File: config.mk
export PLATFORM = sky130hd
export DESIGN_NAME = gpio_port_mode_data
export DESIGN_NICKNAME = d
export VERILOG_FILES = /design/src/hdl/gpio_port_pkg.sv /design/src/hdl/gpio_port_mode_data.sv
export SDC_FILE = /design/constraint.sdc
export NUM_CORES = 1
export LEC_CHECK = 0
export BUFFER_PORTS_ARGS = -buffer_cell sky130_fd_sc_hd__buf_2
export CAP_MARGIN = 20
export CORE_MARGIN = 3
export CORE_UTILIZATION = 40
export CTS_BUF_LIST = sky130_fd_sc_hd__clkbuf_4
export DETAILED_ROUTE_END_ITERATION = 7
export HOLD_SLACK_MARGIN = 0.05
export SETUP_SLACK_MARGIN = 0.1
export SLEW_MARGIN = 20
export SYNTH_ARGS = -nofsm -noshare
export SYNTH_HDL_FRONTEND = slang
export SYNTH_SLANG_ARGS = --single-unit
File: constraint.sdc
create_clock -name clk_sys -period 2.55 [get_ports clk_sys]
set_input_delay 0.255 -clock clk_sys [delete_from_list [all_inputs] [get_ports clk_sys]]
set_output_delay 0.255 -clock clk_sys [all_outputs]
set_load 0.01 [all_outputs]
File: src/hdl/gpio_port_pkg.sv
// Purpose: constants of the port mode and port 1 data block
// Assumes: 16-bit registers, one per aligned 32-bit bus word
// Notes: register index = low 12 bits of the printed offset
package gpio_port_pkg;
  // ***********************************************************************
  // register offsets (index; byte address is four times the index)
  // ***********************************************************************
  localparam logic [31:0] PORT0_PIN7_CONFIG_OFS = 32'h5000_3014;
  localparam logic [31:0] PORT1_LEVEL_WORD_OFS = 32'h5000_3020;
  localparam logic [31:0] PORT1_BIT_RAISE_OFS = 32'h5000_3022;
  localparam logic [31:0] PORT1_BIT_LOWER_OFS = 32'h5000_3024;
  localparam logic [31:0] PORT1_PIN0_CONFIG_OFS = 32'h5000_3026;
  localparam logic [31:0] PORT1_PIN1_CONFIG_OFS = 32'h5000_3028;
  localparam logic [31:0] PORT1_PIN2_CONFIG_OFS = 32'h5000_302a;
  localparam logic [31:0] PORT1_PIN3_CONFIG_OFS = 32'h5000_302c;
  localparam logic [31:0] PORT1_PIN4_CONFIG_OFS = 32'h5000_302e;
  localparam logic [31:0] PORT1_PIN5_CONFIG_OFS = 32'h5000_3030;
  localparam int ADDR_W = 14;
  // ***********************************************************************
  // field layout and reset values
  // ***********************************************************************
  localparam int PULL_LSB = 8;
  localparam int FUNC_LSB = 0;
  localparam int FUNC_W = 5;
  localparam int P1_W = 8;
  localparam logic [1:0] PULL_NONE = 2'h0;
  localparam logic [1:0] PULL_UP = 2'h1;
  localparam logic [1:0] PULL_DOWN = 2'h2;
  localparam logic [1:0] PULL_OUTPUT = 2'h3;
  localparam logic [1:0] PULL_RESET = 2'h2;
  localparam logic [1:0] PULL_RESET_P1_UP = 2'h1;
  localparam logic [4:0] FUNC_RESET = 5'h00;
  localparam logic [7:0] P1_LATCH_RESET = 8'h00;
  // ***********************************************************************
  // pin function codes
  // ***********************************************************************
  localparam logic [4:0] FUNC_PORT = 5'h00;
  localparam logic [4:0] FUNC_I2C_CLK = 5'h09;
  localparam logic [4:0] FUNC_I2C_DATA = 5'h0a;
  localparam logic [4:0] FUNC_ANALOG = 5'h0f;
  localparam logic [4:0] FUNC_RADIO_DIAG = 5'h12;
  localparam logic [4:0] FUNC_LAST = 5'h19;
  localparam int NFUNC = 26;
  // codes that feed a peripheral input (receive, serial_in_function, cts, i2c)
  localparam logic [25:0] IN_FUNC_MASK = 26'h028_2e2a;
  // codes that drive the pin from a peripheral
  localparam logic [25:0] OUT_FUNC_MASK = 26'h3d7_51d4;
  localparam logic [1:0] RESP_OKAY = 2'h0;
  localparam logic [1:0] RESP_SLVERR = 2'h2;
endpackage : gpio_port_pkg

File: src/hdl/gpio_port_mode_data.sv
// Purpose: pin mode registers and port 1 data latch behind an AXI4-Lite slave
// Assumes: peripheral signals are on clk_sys; pin inputs are asynchronous
// Notes: pin vector bit 0 is port 0 pin 7, bits 1.. are port 1 pins 0..
//
// How it works
// - pull selector 00 gives a bare input, 01 an input with pull-up, 10 with pull-down.
// - pull selector 11 drives the pin as an output with both resistors off.
// - an analog converter function turns pulls and drive off whatever the pull selector.
// - every mode register pull selector except port 1 pins 4 and 5 resets to 2, input with pull-down.
// - function selector resets to 0, and 0 makes the pin a port bit under its pull setting.
// - codes 1 to 25 route a peripheral signal; code 15 only on port 0 pins 3 to 0.
// - code 18, radio_diag_out, only on port 0 pins 7 to 0.
// - an input function on several pins is taken from port 0 first, then lowest pin.
// - writing port1_level_word loads the port 1 output latch; it resets to 0.
// - reading port1_level_word returns the live port 1 pin levels.
// - writing port1_bit_raise sets latch bits written as 1; it reads as 0.
// - writing port1_bit_lower clears latch bits written as 1; it reads as 0.
// - port 1 pins 4 and 5 reset with pull selector 1, input with pull-up.
//
// The AXI4-Lite slave port is this design's own decision.
`timescale 1ns/1ps
module gpio_port_mode_data
  import gpio_port_pkg::*;
#(
  parameter int P1_CFG_PINS = 6
) (
  input wire logic clk_sys,
  input wire logic resetn,
  input wire logic [ADDR_W-1:0] s_axi_awaddr,
  input wire logic s_axi_awvalid,
  output logic s_axi_awready,
  input wire logic [31:0] s_axi_wdata,
  input wire logic [3:0] s_axi_wstrb,
  input wire logic s_axi_wvalid,
  output logic s_axi_wready,
  output logic [1:0] s_axi_bresp,
  output logic s_axi_bvalid,
  input wire logic s_axi_bready,
  input wire logic [ADDR_W-1:0] s_axi_araddr,
  input wire logic s_axi_arvalid,
  output logic s_axi_arready,
  output logic [31:0] s_axi_rdata,
  output logic [1:0] s_axi_rresp,
  output logic s_axi_rvalid,
  input wire logic s_axi_rready,
  input wire logic p0_pin7_in,
  input wire logic p0_pin7_latch,
  input wire logic [P1_W-1:0] p1_pin_in,
  output logic [P1_CFG_PINS:0] pin_out,
  output logic [P1_CFG_PINS:0] pin_oe,
  output logic [P1_CFG_PINS:0] pin_pull_up,
  output logic [P1_CFG_PINS:0] pin_pull_down,
  output logic [P1_W-1:0] p1_latch,
  input wire logic [NFUNC-1:0] periph_out,
  output logic [NFUNC-1:0] periph_in
);
  localparam int NPIN = P1_CFG_PINS + 1;

  // ***********************************************************************
  // elaboration checks
  // ***********************************************************************
  generate
    if (P1_CFG_PINS < 1 || P1_CFG_PINS > 6) begin : g_bad_pins
      $error("P1_CFG_PINS must lie in 1..6");
    end
    if (NFUNC != int'(FUNC_LAST) + 1) begin : g_bad_codes
      $error("NFUNC must cover every function code");
    end
    if (ADDR_W < 14) begin : g_bad_addr
      $error("ADDR_W too narrow for the register map");
    end
    if (FUNC_W != 5 || FUNC_LSB + FUNC_W > PULL_LSB) begin : g_bad_fields
      $error("function field must be 5 bits below the pull field");
    end
    if (PULL_LSB + 2 > 16) begin : g_bad_pull
      $error("pull field must sit in the low 16 bits");
    end
    if (P1_W > 8 || P1_W < P1_CFG_PINS) begin : g_bad_width
      $error("port 1 latch width does not fit the configured pins");
    end
    if (PULL_RESET == PULL_OUTPUT || PULL_RESET_P1_UP == PULL_OUTPUT) begin : g_bad_reset
      $error("pins must come out of reset undriven");
    end
  endgenerate

  // ***********************************************************************
  // decode helpers
  // ***********************************************************************
  function automatic logic hit(input logic [ADDR_W-1:0] a, input logic [31:0] ofs);
    hit = (a == {ofs[ADDR_W-3:0], 2'b00});
  endfunction : hit

  function automatic logic [31:0] cfg_ofs(input int p);
    case (p)
      0: cfg_ofs = PORT0_PIN7_CONFIG_OFS;
      1: cfg_ofs = PORT1_PIN0_CONFIG_OFS;
      2: cfg_ofs = PORT1_PIN1_CONFIG_OFS;
      3: cfg_ofs = PORT1_PIN2_CONFIG_OFS;
      4: cfg_ofs = PORT1_PIN3_CONFIG_OFS;
      5: cfg_ofs = PORT1_PIN4_CONFIG_OFS;
      default: cfg_ofs = PORT1_PIN5_CONFIG_OFS;
    endcase
  endfunction : cfg_ofs

  // pin 0 is on port 0 (pin 7); the rest are port 1, so no analog pin here
  function automatic logic func_ok(input int p, input logic [4:0] f);
    func_ok = (f <= FUNC_LAST) && (f != FUNC_ANALOG)
      && (f != FUNC_RADIO_DIAG || p == 0);
  endfunction : func_ok

  // ***********************************************************************
  // input synchronisers
  // ***********************************************************************
  logic [P1_W:0] sync_a;
  logic [P1_W:0] sync_b;
  logic [NPIN-1:0] pin_level;

  always_ff @(posedge clk_sys or negedge resetn) begin
    if (!resetn) begin
      sync_a <= '0;
      sync_b <= '0;
    end else begin
      sync_a <= {p1_pin_in, p0_pin7_in};
      sync_b <= sync_a;
    end
  end

  assign pin_level = sync_b[NPIN-1:0];

  // ***********************************************************************
  // register bus
  // ***********************************************************************
  logic aw_full;
  logic w_full;
  logic [ADDR_W-1:0] aw_addr;
  logic [31:0] w_data;
  logic [3:0] w_strb;
  logic do_write;
  logic [1:0] pull_cfg [NPIN];
  logic [4:0] func_cfg [NPIN];
  logic wr_hit_any;
  logic [31:0] next_rdata;
  logic rd_hit_any;
  logic wr_level;
  logic wr_raise;
  logic wr_lower;
  logic rd_level;
  logic rd_raise;
  logic rd_lower;

  assign wr_level = hit(aw_addr, PORT1_LEVEL_WORD_OFS);
  assign wr_raise = hit(aw_addr, PORT1_BIT_RAISE_OFS);
  assign wr_lower = hit(aw_addr, PORT1_BIT_LOWER_OFS);
  assign rd_level = hit(s_axi_araddr, PORT1_LEVEL_WORD_OFS);
  assign rd_raise = hit(s_axi_araddr, PORT1_BIT_RAISE_OFS);
  assign rd_lower = hit(s_axi_araddr, PORT1_BIT_LOWER_OFS);
  assign do_write = aw_full && w_full && !s_axi_bvalid;

  always_ff @(posedge clk_sys or negedge resetn) begin
    if (!resetn) begin
      aw_full <= 1'b0;
      w_full <= 1'b0;
      aw_addr <= '0;
      w_data <= '0;
      w_strb <= '0;
      s_axi_awready <= 1'b1;
      s_axi_wready <= 1'b1;
      s_axi_bvalid <= 1'b0;
      s_axi_bresp <= RESP_OKAY;
    end else begin
      if (s_axi_awvalid && s_axi_awready) begin
        aw_full <= 1'b1;
        aw_addr <= s_axi_awaddr;
        s_axi_awready <= 1'b0;
      end
      if (s_axi_wvalid && s_axi_wready) begin
        w_full <= 1'b1;
        w_data <= s_axi_wdata;
        w_strb <= s_axi_wstrb;
        s_axi_wready <= 1'b0;
      end
      if (do_write) begin
        aw_full <= 1'b0;
        w_full <= 1'b0;
        s_axi_bvalid <= 1'b1;
        s_axi_bresp <= wr_hit_any ? RESP_OKAY : RESP_SLVERR;
      end
      if (s_axi_bvalid && s_axi_bready) begin
        s_axi_bvalid <= 1'b0;
        s_axi_awready <= 1'b1;
        s_axi_wready <= 1'b1;
      end
    end
  end

  always_comb begin
    wr_hit_any = wr_level || wr_raise || wr_lower;
    rd_hit_any = rd_level || rd_raise || rd_lower;
    next_rdata = '0;
    if (rd_level) begin
      next_rdata[P1_W-1:0] = sync_b[P1_W:1];
    end
    if (rd_raise || rd_lower) begin
      next_rdata = '0;
    end
    for (int p = 0; p < NPIN; p++) begin
      wr_hit_any = wr_hit_any || hit(aw_addr, cfg_ofs(p));
      if (hit(s_axi_araddr, cfg_ofs(p))) begin
        rd_hit_any = 1'b1;
        next_rdata[PULL_LSB+1:PULL_LSB] = pull_cfg[p];
        next_rdata[FUNC_LSB+FUNC_W-1:FUNC_LSB] = func_cfg[p];
      end
    end
  end

  // raise and lower registers fall through with zero read data
  always_ff @(posedge clk_sys or negedge resetn) begin
    if (!resetn) begin
      s_axi_arready <= 1'b1;
      s_axi_rvalid <= 1'b0;
      s_axi_rdata <= '0;
      s_axi_rresp <= RESP_OKAY;
    end else begin
      if (s_axi_arvalid && s_axi_arready) begin
        s_axi_arready <= 1'b0;
        s_axi_rvalid <= 1'b1;
        s_axi_rdata <= next_rdata;
        s_axi_rresp <= rd_hit_any ? RESP_OKAY : RESP_SLVERR;
      end
      if (s_axi_rvalid && s_axi_rready) begin
        s_axi_rvalid <= 1'b0;
        s_axi_arready <= 1'b1;
      end
    end
  end

  // ***********************************************************************
  // port 1 output latch
  // ***********************************************************************
  always_ff @(posedge clk_sys or negedge resetn) begin
    if (!resetn) begin
      p1_latch <= P1_LATCH_RESET;
    end else if (do_write && w_strb[0]) begin
      if (wr_level) begin
        p1_latch <= w_data[P1_W-1:0];
      end else if (wr_raise) begin
        p1_latch <= p1_latch | w_data[P1_W-1:0];
      end else if (wr_lower) begin
        p1_latch <= p1_latch & ~w_data[P1_W-1:0];
      end
    end
  end

  // ***********************************************************************
  // mode registers and pin drivers
  // ***********************************************************************
  for (genvar p = 0; p < NPIN; p++) begin : g_pin
    localparam logic [1:0] PULL_INIT = (p == 5 || p == 6) ? PULL_RESET_P1_UP : PULL_RESET;
    logic next_out;
    logic next_oe;
    logic next_pu;
    logic next_pd;
    logic port_bit;

    always_ff @(posedge clk_sys or negedge resetn) begin
      if (!resetn) begin
        pull_cfg[p] <= PULL_INIT;
        func_cfg[p] <= FUNC_RESET;
      end else if (do_write && hit(aw_addr, cfg_ofs(p))) begin
        if (w_strb[1]) begin
          pull_cfg[p] <= w_data[PULL_LSB+1:PULL_LSB];
        end
        if (w_strb[0]) begin
          func_cfg[p] <= w_data[FUNC_LSB+FUNC_W-1:FUNC_LSB];
        end
      end
    end

    assign port_bit = (p == 0) ? p0_pin7_latch : p1_latch[(p == 0) ? 0 : p-1];

    always_comb begin
      next_out = 1'b0;
      next_oe = 1'b0;
      next_pu = (pull_cfg[p] == PULL_UP);
      next_pd = (pull_cfg[p] == PULL_DOWN);
      if (!func_ok(p, func_cfg[p])) begin
        next_pu = 1'b0;
        next_pd = 1'b0;
      end else if (func_cfg[p] == FUNC_PORT) begin
        next_oe = (pull_cfg[p] == PULL_OUTPUT);
        next_out = port_bit;
      end else if (func_cfg[p] == FUNC_I2C_CLK || func_cfg[p] == FUNC_I2C_DATA) begin
        next_oe = !periph_out[func_cfg[p]];
        next_out = 1'b0;
      end else if (OUT_FUNC_MASK[func_cfg[p]]) begin
        next_oe = 1'b1;
        next_out = periph_out[func_cfg[p]];
        next_pu = 1'b0;
        next_pd = 1'b0;
      end
    end

    always_ff @(posedge clk_sys or negedge resetn) begin
      if (!resetn) begin
        pin_out[p] <= 1'b0;
        pin_oe[p] <= 1'b0;
        pin_pull_up[p] <= 1'b0;
        pin_pull_down[p] <= 1'b0;
      end else begin
        pin_out[p] <= next_out;
        pin_oe[p] <= next_oe;
        pin_pull_up[p] <= next_pu;
        pin_pull_down[p] <= next_pd;
      end
    end
  end

  // ***********************************************************************
  // peripheral input routing
  // ***********************************************************************
  logic [NFUNC-1:0] next_periph_in;

  always_comb begin
    next_periph_in = '0;
    for (int c = 1; c < NFUNC; c++) begin
      for (int p = NPIN - 1; p >= 0; p--) begin
        if (IN_FUNC_MASK[c] && func_cfg[p] == 5'(c) && func_ok(p, func_cfg[p])) begin
          next_periph_in[c] = pin_level[p];
        end
      end
    end
  end

  always_ff @(posedge clk_sys or negedge resetn) begin
    if (!resetn) begin
      periph_in <= '0;
    end else begin
      periph_in <= next_periph_in;
    end
  end
endmodule : gpio_port_mode_data

## Word-level counts from Yosys, hierarchy flattened

Memories as Yosys holds them, arrays and structs flattened.
Index checks and enable logic that the tools add are counted.

| storage, ports and cells | value |
|---|---|
| memory bits (read-only) | 224 |
| output and inout bits | 103 |
| bits in latches | 0 |
| flip-flop bits (word level) | 181 |
| memory bits (writable) | 0 |
| memories kept | 7 |

Memory list:

| name | words | bits a word | rd ports | clocked after Yosys merged registers in | write ports | line | RTL |
|---|---|---|---|---|---|---|---|
| (no name shown) | 32 | 1 | 1 | 0 | 0 | gpio_port_mode_data.sv:295 | `end else if (OUT_FUNC_MASK[func_cfg[p]]) begin` |
| (no name shown) | 32 | 1 | 1 | 0 | 0 | gpio_port_mode_data.sv:295 |  |
| (no name shown) | 32 | 1 | 1 | 0 | 0 | gpio_port_mode_data.sv:295 |  |
| (no name shown) | 32 | 1 | 1 | 0 | 0 | gpio_port_mode_data.sv:295 |  |
| (no name shown) | 32 | 1 | 1 | 0 | 0 | gpio_port_mode_data.sv:295 |  |
| (no name shown) | 32 | 1 | 1 | 0 | 0 | gpio_port_mode_data.sv:295 |  |
| +1 memories | n/a | n/a | n/a | n/a | n/a | n/a |  |

| operators by class | value |
|---|---|
| equal/unequal tests | 117 |
| reduce and logical (&&, ||, !) cells | 147 |
| shift-type cells | 0 |
| $mul | 0 |
| bitwise logic cells | 3 |
| muxes and demuxes | 238 |
| div/mod/pow operators | 0 |
| add/subtract/negate cells | 0 |
| $lt $le $gt $ge | 14 |

Operators with widths:

| kind | number |
|---|---|
| $eq 14x8->1 const B | 18 |
| $mux 1 | 210 |
| $eq 5x4->1 const B | 28 |
| $logic_and 1x1->1 | 91 |
| $eq 5x5->1 const B | 14 |
| $lt 5x6->1 const B | 7 |
| $mux 8 | 5 |
| $bmux 1 s5 | 7 |
| $eq 5x1->1 const B | 7 |
| $eq 5x2->1 const B | 7 |
| $eq 5x3->1 const B | 7 |
| $le 5x5->1 const B | 7 |
| $logic_not 5->1 | 7 |
| $mux 5 | 7 |
| $ne 5x4->1 const B | 7 |
| $ne 5x5->1 const B | 6 |
| $reduce_and 2->1 | 15 |
| $eq 14x7->1 const B | 2 |
| $eq 2x2->1 const B | 14 |
| $logic_or 1x1->1 | 19 |
| $mux 2 | 9 |
| $eq 2x1->1 const B | 7 |
| $reduce_bool 2->1 | 6 |
| $and 8x8->8 | 1 |
| 4 further kinds | 11 |

## Longest topological paths before layout

Gate-level depths: netlist of run 1.

| depth | value |
|---|---|
| depth after elaboration | 11 |
| mapped depth | 7 |

## Least setup slack after synthesis of run 1

Ideal clock, no wire load.

| timing | value |
|---|---|
| kind | reg-to-reg |
| start point | register aw_addr[11] |
| end point | register (tool-made name) |
| cell stages (with the launch flop) | 6 |
| path slack | 219 ps |
| buffers on the path | 0 |
| arrival time | 2,210 ps |
| setup time | 121 ps |
| cell sequence | dfrtp_1 or4_4 or4_4 a2111oi_4 o21ai_2 a22o_1 |

RTL lines:

| element | line | RTL |
|---|---|---|
| from (decl) | gpio_port_mode_data.sv:135 | `logic [ADDR_W-1:0] aw_addr;` |
| from (signal assigned) | gpio_port_mode_data.sv:173 | `aw_addr <= s_axi_awaddr;` |

==> results by group, run 1 <==
Cells and area
  • Commonest non-fill, non-tap cell in the layout: dfrtp_1
  • Fillers: between 2000 and 3000
  • FF/Latch Area: ~4000 um2
  • Commonest non-fill, non-tap cells in the layout: dfrtp_1 (146), buf_2 (143), mux2_2 (76)
  • Design area: ~13000 um2
  • Final Non-Filler Cells: about 1600
  • Layout cells sized above 1: between 30% and 40%
  • Footprint of the multi-input gates: 6170 um2
  • Area Overhead vs Synth: 18.5%
  • Final net count: 1387

Critical path
  • Largest fanout on the critical path: 8
  • Worst R2R Setup Slack: 190 ps
  • Critical path type: flip-flop to flip-flop
  • FF-to-FF Start: aw_addr[11]
  • Setup crit start kind: flip-flop
  • Worst EP required: 3030 ps
  • Critical Path AT: approximately 2800 ps
  • Worst reg2reg path depth: 6
  • CP endpoint kind: flip-flop

Timing
  • Worst Tran Pin Value: around 760 ps
  • Fmax: approximately 420 MHz
  • Final setup viols: 0
  • RSZ-0062 raised after global routing: false
  • Final hold slack: around 180 ps
  • Final Hold Viols: 0
  • Clock skew: 33.1 ps
  • Tmin final: 2360 ps
  • Slew margin rel.: approximately 49%
  • Fin crit share: approximately 93%
  • Final slew viol count: 0

Placement
  • PortBufs: around 140
  • Placed Cells: around 1600
  • DP HPWL: ~27000 um
  • Placed Instance Area: roughly 12000 um2
  • Gpl congestion: between 0.9 and 1

CTS
  • CTS tree: done
  • Clock tree buffer depth: 2
  • Clk slew on worst S/H paths: about 170 ps
  • H-tree levels: 4
  • Clk_lat worst skew: between 600 and 700 ps
  • Clk root buf: clkbuf_4
  • Clk sink count: about 160
  • Num CTS Buffers: 17

Die
  • Core area: about 26000 um2
  • Die span in y: between 150 and 200 um
  • Initial Utilization: 40.7%
  • Die X: roughly 170 um
  • IO Pins: 210
  • Die Area: ~29000 um2
  • # rows: 59

Detailed routing
  • DRC: 0
  • Drt via density: between 5 and 6
  • First-pass DRT Iterations: 5
  • Routed via count: ~9800
  • Antenna-violating nets left: 0
  • Routed WL: roughly 36000 um
  • Wire length per cell: approximately 22 um
  • DRT iter0 DRCs: 992

Worst hold path
  • Hold Crit Class: input port to asynchronous set/reset pin

Synth
  • Mapped cell area: about 11000 um2
  • EDFF count, synth: 0
  • Top cell type's share of synthesized area: between 30% and 40%
  • Synth top area cells: dfrtp_1 (35%), mux4_2 (8.7%), mux2_2 (8.0%)
  • Synth Warn #: 0
  • Post-synthesis sequential area ratio: ~37%
  • Synth Flop Type: dfrtp_1
  • Cell taking the most area after synthesis: dfrtp_1
  • Cells after Synth: ~1100
  • Synthesis-stage register bit count: 157
  • Async set-reset flop share out of synthesis: 100%
  • Syn_area_per_cell: around 9.7 um2
  • Cell variety after synth: 80

Global routing
  • Initial antenna violation count: 13
  • Largest net degree at the start of global routing: between 60 and 70
  • Total track usage: about 25%
  • GRT overflow: 0
  • Global-route wire length before repair: approximately 56000 um
  • Number of global-route vias before repair: 9325

Pwr
  • Pwr Total: approximately 5.9 mW
  • Worst vdd ir: 0.572 mV
  • Pwr dens: approximately 470 nW/um2
  • Leakage power: about 5.3 nW

Flow run
  • Max_cap viols: 0

Outcome
  • Status: complete, no violations
-- synth_stat cells (11+ instances only) --
cell type	instances
nor3b_1	23
nor2_1	63
mux4_2	41
mux2_2	76
a22o_1	14
nor2b_1	26
inv_1	18
buf_4	41
nand3_1	44
nand2b_1	31
a22oi_1	12
dfrtp_1	147
a21oi_1	60
mux2i_1	25
clkbuf_1	71
buf_1	14
nor3_1	44
nor4_1	16
nand2_1	48
nand4_1	11
o211ai_1	21
o21ai_0	55
-- layout make-up --
class,instances,area share (%)
Multi-Input combinational cell,828,48.9
Sequential cell,157,31.3
Timing Repair Buffer,256,13.6
Tap cell,335,3.32
Clock inverter,15,1.19
Clock buffer,17,1.01
Inverter,20,0.595
Antenna cell,7,0.139
-- flip-flops by register name (all words and copies together), names as in the netlist, 9 cells and up, named ones only --
register	cells
func_cfg	35
sync_a	9
sync_b	9
periph_in	9
aw_addr	14
pull_cfg	14
w_data	10
s_axi_rdata	10
-- logic make-up after synthesis --
group | count (synthesis) | synth area share, %
buf+inv | 148 | 6.69
xor+xnor | 2 | 0.165
other cells | 1 | 0.0352
simple gates | 384 | 20.7
compound gates | 259 | 16.3
mux | 142 | 19.1
flops | 157 | 37.0
-- critical path, stage by stage, from the launching register on --
cell	delay, ps
dfrtp_1	410
or4_4	560
or4_4	600
a2111oi_4	200
buf_4	210
o21ai_1	70
a22o_1	190
-- what timing repair did --
| item | in CTS | in global routing |
|---|---|---|
| pin swaps | 1 | 0 |
| gates resized for setup | 2 | 4 |
| setup buffers | 1 | 0 |
| hold buffers | 44 | 0 |
| endpoints found under the setup margin | 10 | 7 |
| endpoints found under the hold margin | 116 | 0 |
-- report_power, final --
group,switching [mW],internal [mW],total (mW),leakage [nW]
clock network,1.12,0.436,1.56,0.135
registers,0.463,2.80,3.27,2.04
logic,0.546,0.541,1.09,3.13
-- layer usage --
| metal | track usage, % | up-vias | share of wire, % |
|---|---|---|---|
| met5 | 0 | - | 0.22 |
| li1 | - | 4454 | - |
| met4 | 7.68 | 14 | 2.6 |
| met1 | 34.3 | 4806 | 42 |
| met3 | 5.92 | 68 | 8.1 |
| met2 | 40.1 | 445 | 47 |
-- through the flow --
step,setup WS [ps],TNS [ps],utilization [%]
floorplan,219,0,-
global placement,-27.1,-27.1,45.3
detailed placement,14.7,0,45.3
CTS,203,0,48.1
global route,99.4,0,48.3
finish,189,0,48.3
-- worst max-delay path by stage --
| stage | cells past startpoint | startpoint | slack (ps) | endpoint |
|---|---|---|---|---|
| detailed placement | 5 | aw_addr[11] | 10 | flip-flop |
| CTS | 4 | aw_addr[11] | 200 | func_cfg[26] |
| finish | 6 | aw_addr[11] | 190 | flip-flop |
| floorplan | 5 | aw_addr[11] | 220 | flip-flop |
| global route | 5 | func_cfg[5] | 100 | periph_in[5] |
| global placement | 6 | func_cfg[20] | -30 | pin_out[2] |
Power figures use the tool's default switching activity.
==> run 2: changes to the inputs <==
--- a/config.mk
+++ b/config.mk
@@ -7,11 +7,15 @@
 export LEC_CHECK = 0
 export BUFFER_PORTS_ARGS = -buffer_cell sky130_fd_sc_hd__buf_2
 export CAP_MARGIN = 20
+export CELL_PAD_IN_SITES_DETAIL_PLACEMENT = 0
+export CELL_PAD_IN_SITES_GLOBAL_PLACEMENT = 1
 export CORE_MARGIN = 3
 export CORE_UTILIZATION = 40
 export CTS_BUF_LIST = sky130_fd_sc_hd__clkbuf_4
 export DETAILED_ROUTE_END_ITERATION = 7
 export HOLD_SLACK_MARGIN = 0.05
+export PLACE_DENSITY_LB_ADDON = 0.1
+export RECOVER_POWER = 25
 export SETUP_SLACK_MARGIN = 0.1
 export SLEW_MARGIN = 20
 export SYNTH_ARGS = -nofsm -noshare
==> run 2 against run 1 <==
  * The flow now finishes with violations (capacitance limit, slew limit)
  * Routed wire length grew 2.9%
  * Core utilization grew 0.53 points
  * Worst hold slack gained 50 ps
  * Largest power group unchanged
==> results by group, run 2 (synthesis results as in run 1) <==
Outcome
  • Status: finished, violations left (was complete, no violations)
  • Failing checks: capacitance limit, slew limit

Placement
  • DP HPWL: 27900 um (was 26700 um)
  • Gpl congestion: 0.922 (was 0.954)
  • PortBufs: 144 (unchanged)
  • Placed Cells: 1568 (was 1551)
  • Dpl ws: 85.6 ps (was 14.7 ps)

Critical path
  • Setup crit start kind: flip-flop (unchanged)
  • Worst reg2reg path depth: 7 (was 6)
  • Cells along the critical path: or4_4 > or4_4 > buf_4 > nor4_4 > buf_4 > o21ai_2 > a22o_1 (was or4_4 > or4_4 > a2111oi_4 > buf_4 > o21ai_1 > a22o_1)
  • Critical path depth: 7 (was 6)
  • Cell family with most CP delay: simple AND/OR/NAND/NOR gates (unchanged)
  • Largest fanout on the critical path: 8 (unchanged)
  • Buf/Inv on CP: 2 (was 1)
  • Slowest cell on the critical path: or4_4 (unchanged)
  • Worst path max stage delay: 550 ps (was 600 ps)
  • Worst EP required: 3040 ps (was 3030 ps)
  • CP endpoint kind: flip-flop (unchanged)
  • Critical path type: flip-flop to flip-flop (unchanged)
  • Critical Path AT: 2850 ps (was 2840 ps)

CTS
  • Num CTS Buffers: 17 (unchanged)
  • Clk_lat worst skew: 600 ps (was 610 ps)
  • CTS tree: done (unchanged)
  • Clk slew on worst S/H paths: 160 ps (was 170 ps)
  • H-tree levels: 4 (unchanged)
  • Clk sink count: 157 (unchanged)
  • Clock tree buffer depth: 2 (unchanged)
  • Clk root buf: clkbuf_4 (unchanged)

Cells and area
  • Biggest regs: func_cfg (35), aw_addr (14), pull_cfg (14) (unchanged)
  • Reg with most FFs: func_cfg (unchanged)
  • Final net count: 1404 (was 1387)
  • Fin util: 48.8% (was 48.3%)
  • Fillers: 2564 (was 2503)
  • Flip-flop count of the largest register after layout: 35 (unchanged)
  • Final Non-Filler Cells: 1649 (was 1635)
  • Area Overhead vs Synth: 19.8% (was 18.5%)
  • Commonest non-fill, non-tap cells in the layout: dfrtp_1 (147), buf_2 (143), buf_4 (81) (was dfrtp_1 (146), buf_2 (143), mux2_2 (76))
  • Layout cells sized above 1: 31.4% (was 30.5%)
  • Commonest non-fill, non-tap cell in the layout: dfrtp_1 (unchanged)

Die
  • Die span in y: 169 um (unchanged)
  • Core area: 26100 um2 (unchanged)
  • Die X: 169 um (unchanged)
  • Initial Utilization: 40.7% (unchanged)
  • Die Area: 28600 um2 (unchanged)
  • IO Pins: 210 (unchanged)
  • # rows: 59 (unchanged)

Global routing
  • GRT overflow: 0 (unchanged)
  • Initial antenna violation count: 8 (was 13)
  • Global-route wire length before repair: 57100 um (was 55800 um)
  • Number of global-route vias before repair: 9273 (was 9325)
  • Largest net degree at the start of global routing: 60 (was 62)
  • Total track usage: 25.9% (was 25.2%)

Detailed routing
  • Met3 WL post-DR: 2670 um (was 2930 um)
  • Routed via count: 9804 (was 9787)
  • Drt via density: 5.95 (was 5.99)
  • DRC: 0 (unchanged)
  • First-pass DRT Iterations: 5 (unchanged)
  • Routed WL: 37100 um (was 36100 um)
  • Post-Route M1 WL: 16700 um (was 15300 um)
  • Antenna-violating nets left: 0 (unchanged)
  • Met2 wire length: 16700 um (was 16800 um)
  • DRT iter0 DRCs: 969 (was 992)
  • Wire length per cell: 22.5 um (was 22.1 um)
  • Uppermost layer routed: met5 (unchanged)

Pwr
  • Sequential share of power: 54.5% (was 55.2%)
  • Pwr dens: 474 nW/um2 (was 469 nW/um2)
  • Pint: 3.82 mW (was 3.78 mW)
  • Leakage power: 5.40 nW (was 5.30 nW)
  • Power share of the clock group: 27.9% (was 26.4%)
  • Sw frac: 36.8% (was 36.1%)
  • Net switching power: 2.22 mW (was 2.13 mW)
  • Logic pwr share: 17.6% (was 18.4%)
  • Worst vdd ir: 0.413 mV (was 0.572 mV)

Timing
  • Final setup viols: 0 (unchanged)
  • Final WS setup: 195 ps (was 189 ps)
  • Clock skew: 34.0 ps (was 33.1 ps)
  • Final slew viol count: 59 (was 0)
  • Tmin final: 2350 ps (was 2360 ps)
  • RSZ-0062 raised after global routing: false (unchanged)
  • Final Hold Viols: 0 (unchanged)
  • Fin crit share: 92.3% (was 92.6%)
  • Worst Tran Pin Value: 1580 ps (was 764 ps)
  • Slew margin rel.: -5.15% (was 49.0%)
  • Setup tns final: 0 ps (unchanged)
  • Fmax: 425 MHz (was 424 MHz)

Worst hold path
  • Hold Path Depth: 4
  • Hold Crit Class: input port to flip-flop (was input port to asynchronous set/reset pin)

Flow run
  • Max_cap viols: 1 (was 0)
run 2: cell count changes in the layout (fill, tap and decap cells not counted), moves of 2 or more:
cell,before,now
buf_4,65,81
clkinv_4,0,2
clkinv_8,2,5
clkinvlp_4,5,1
diode_2,7,4
run 2: per-layer routing:
layer  GRT usage [%]  up-vias
li1                -     4478
met1            37.1     4843
met2            39.3      415
met3            5.87       60
met4            8.11        8
met5               0        -
run 2: through the flow:
stage / area (um2) / hold WS (ps) / power, mW
after floorplan: 10800 / -40.6 / 3.85
after global placement: 12000 / 279 / 4.32
after detailed placement: 12000 / 292 / 4.34
after CTS: 12700 / 193 / 6.09
after global routing: 12800 / 245 / 6.37
final: 12800 / 235 / 6.04
run 2: worst paths after layout:
kind / from / endpoint / slack (ps)
setup / recovery: aw_addr[10] / flip-flop / 200
hold / removal: s_axi_araddr[7] / s_axi_rresp[1] / 230
setup reg to reg: aw_addr[10] / flip-flop / 200
hold reg to reg: sync_a[5] / sync_b[5] / 350
max in group asynchronous: resetn / pull_cfg[10] / 450
min in group asynchronous: resetn / pin_oe[3] / 580
run 2: tightest hold or removal path: cells and delay by family:
family                 cells  cell delay (ps)
AOI/OAI and AO/OA          2              230
buffers and inverters      1              160
muxes                      1              140
run 2: layout make-up:
class	count	area, um2	share of cell area [%]
diodes	4	10.0	0.0785
clock buffers	17	128	1.00
multi-input cells	828	6160	48.3
flip-flops and latches	157	3940	30.9
repair buffers	273	1840	14.4
clock inverters	15	188	1.47
inverters	20	75.1	0.589
well taps	335	419	3.29
run 2: power by group through the flow:
stage / Combinational, mW / Clock [mW] / Sequential, mW
global route: 1.19 / 1.85 / 3.34
floorplan: 0.781 / 0 / 3.07
finish: 1.06 / 1.69 / 3.29
CTS: 1.07 / 1.73 / 3.29
detailed placement: 1.01 / 0 / 3.34
global placement: 0.994 / 0 / 3.33
run 2: what timing repair did:
item | 4_1_cts | 5_1_grt
hold buffers | 44 | 0
setup endpoints to repair | 8 | 11
endpoints found under the hold margin | 98 | 0
pin swaps | 1 | 1
resized for setup | 0 | 2
buffers inserted | 0 | 1
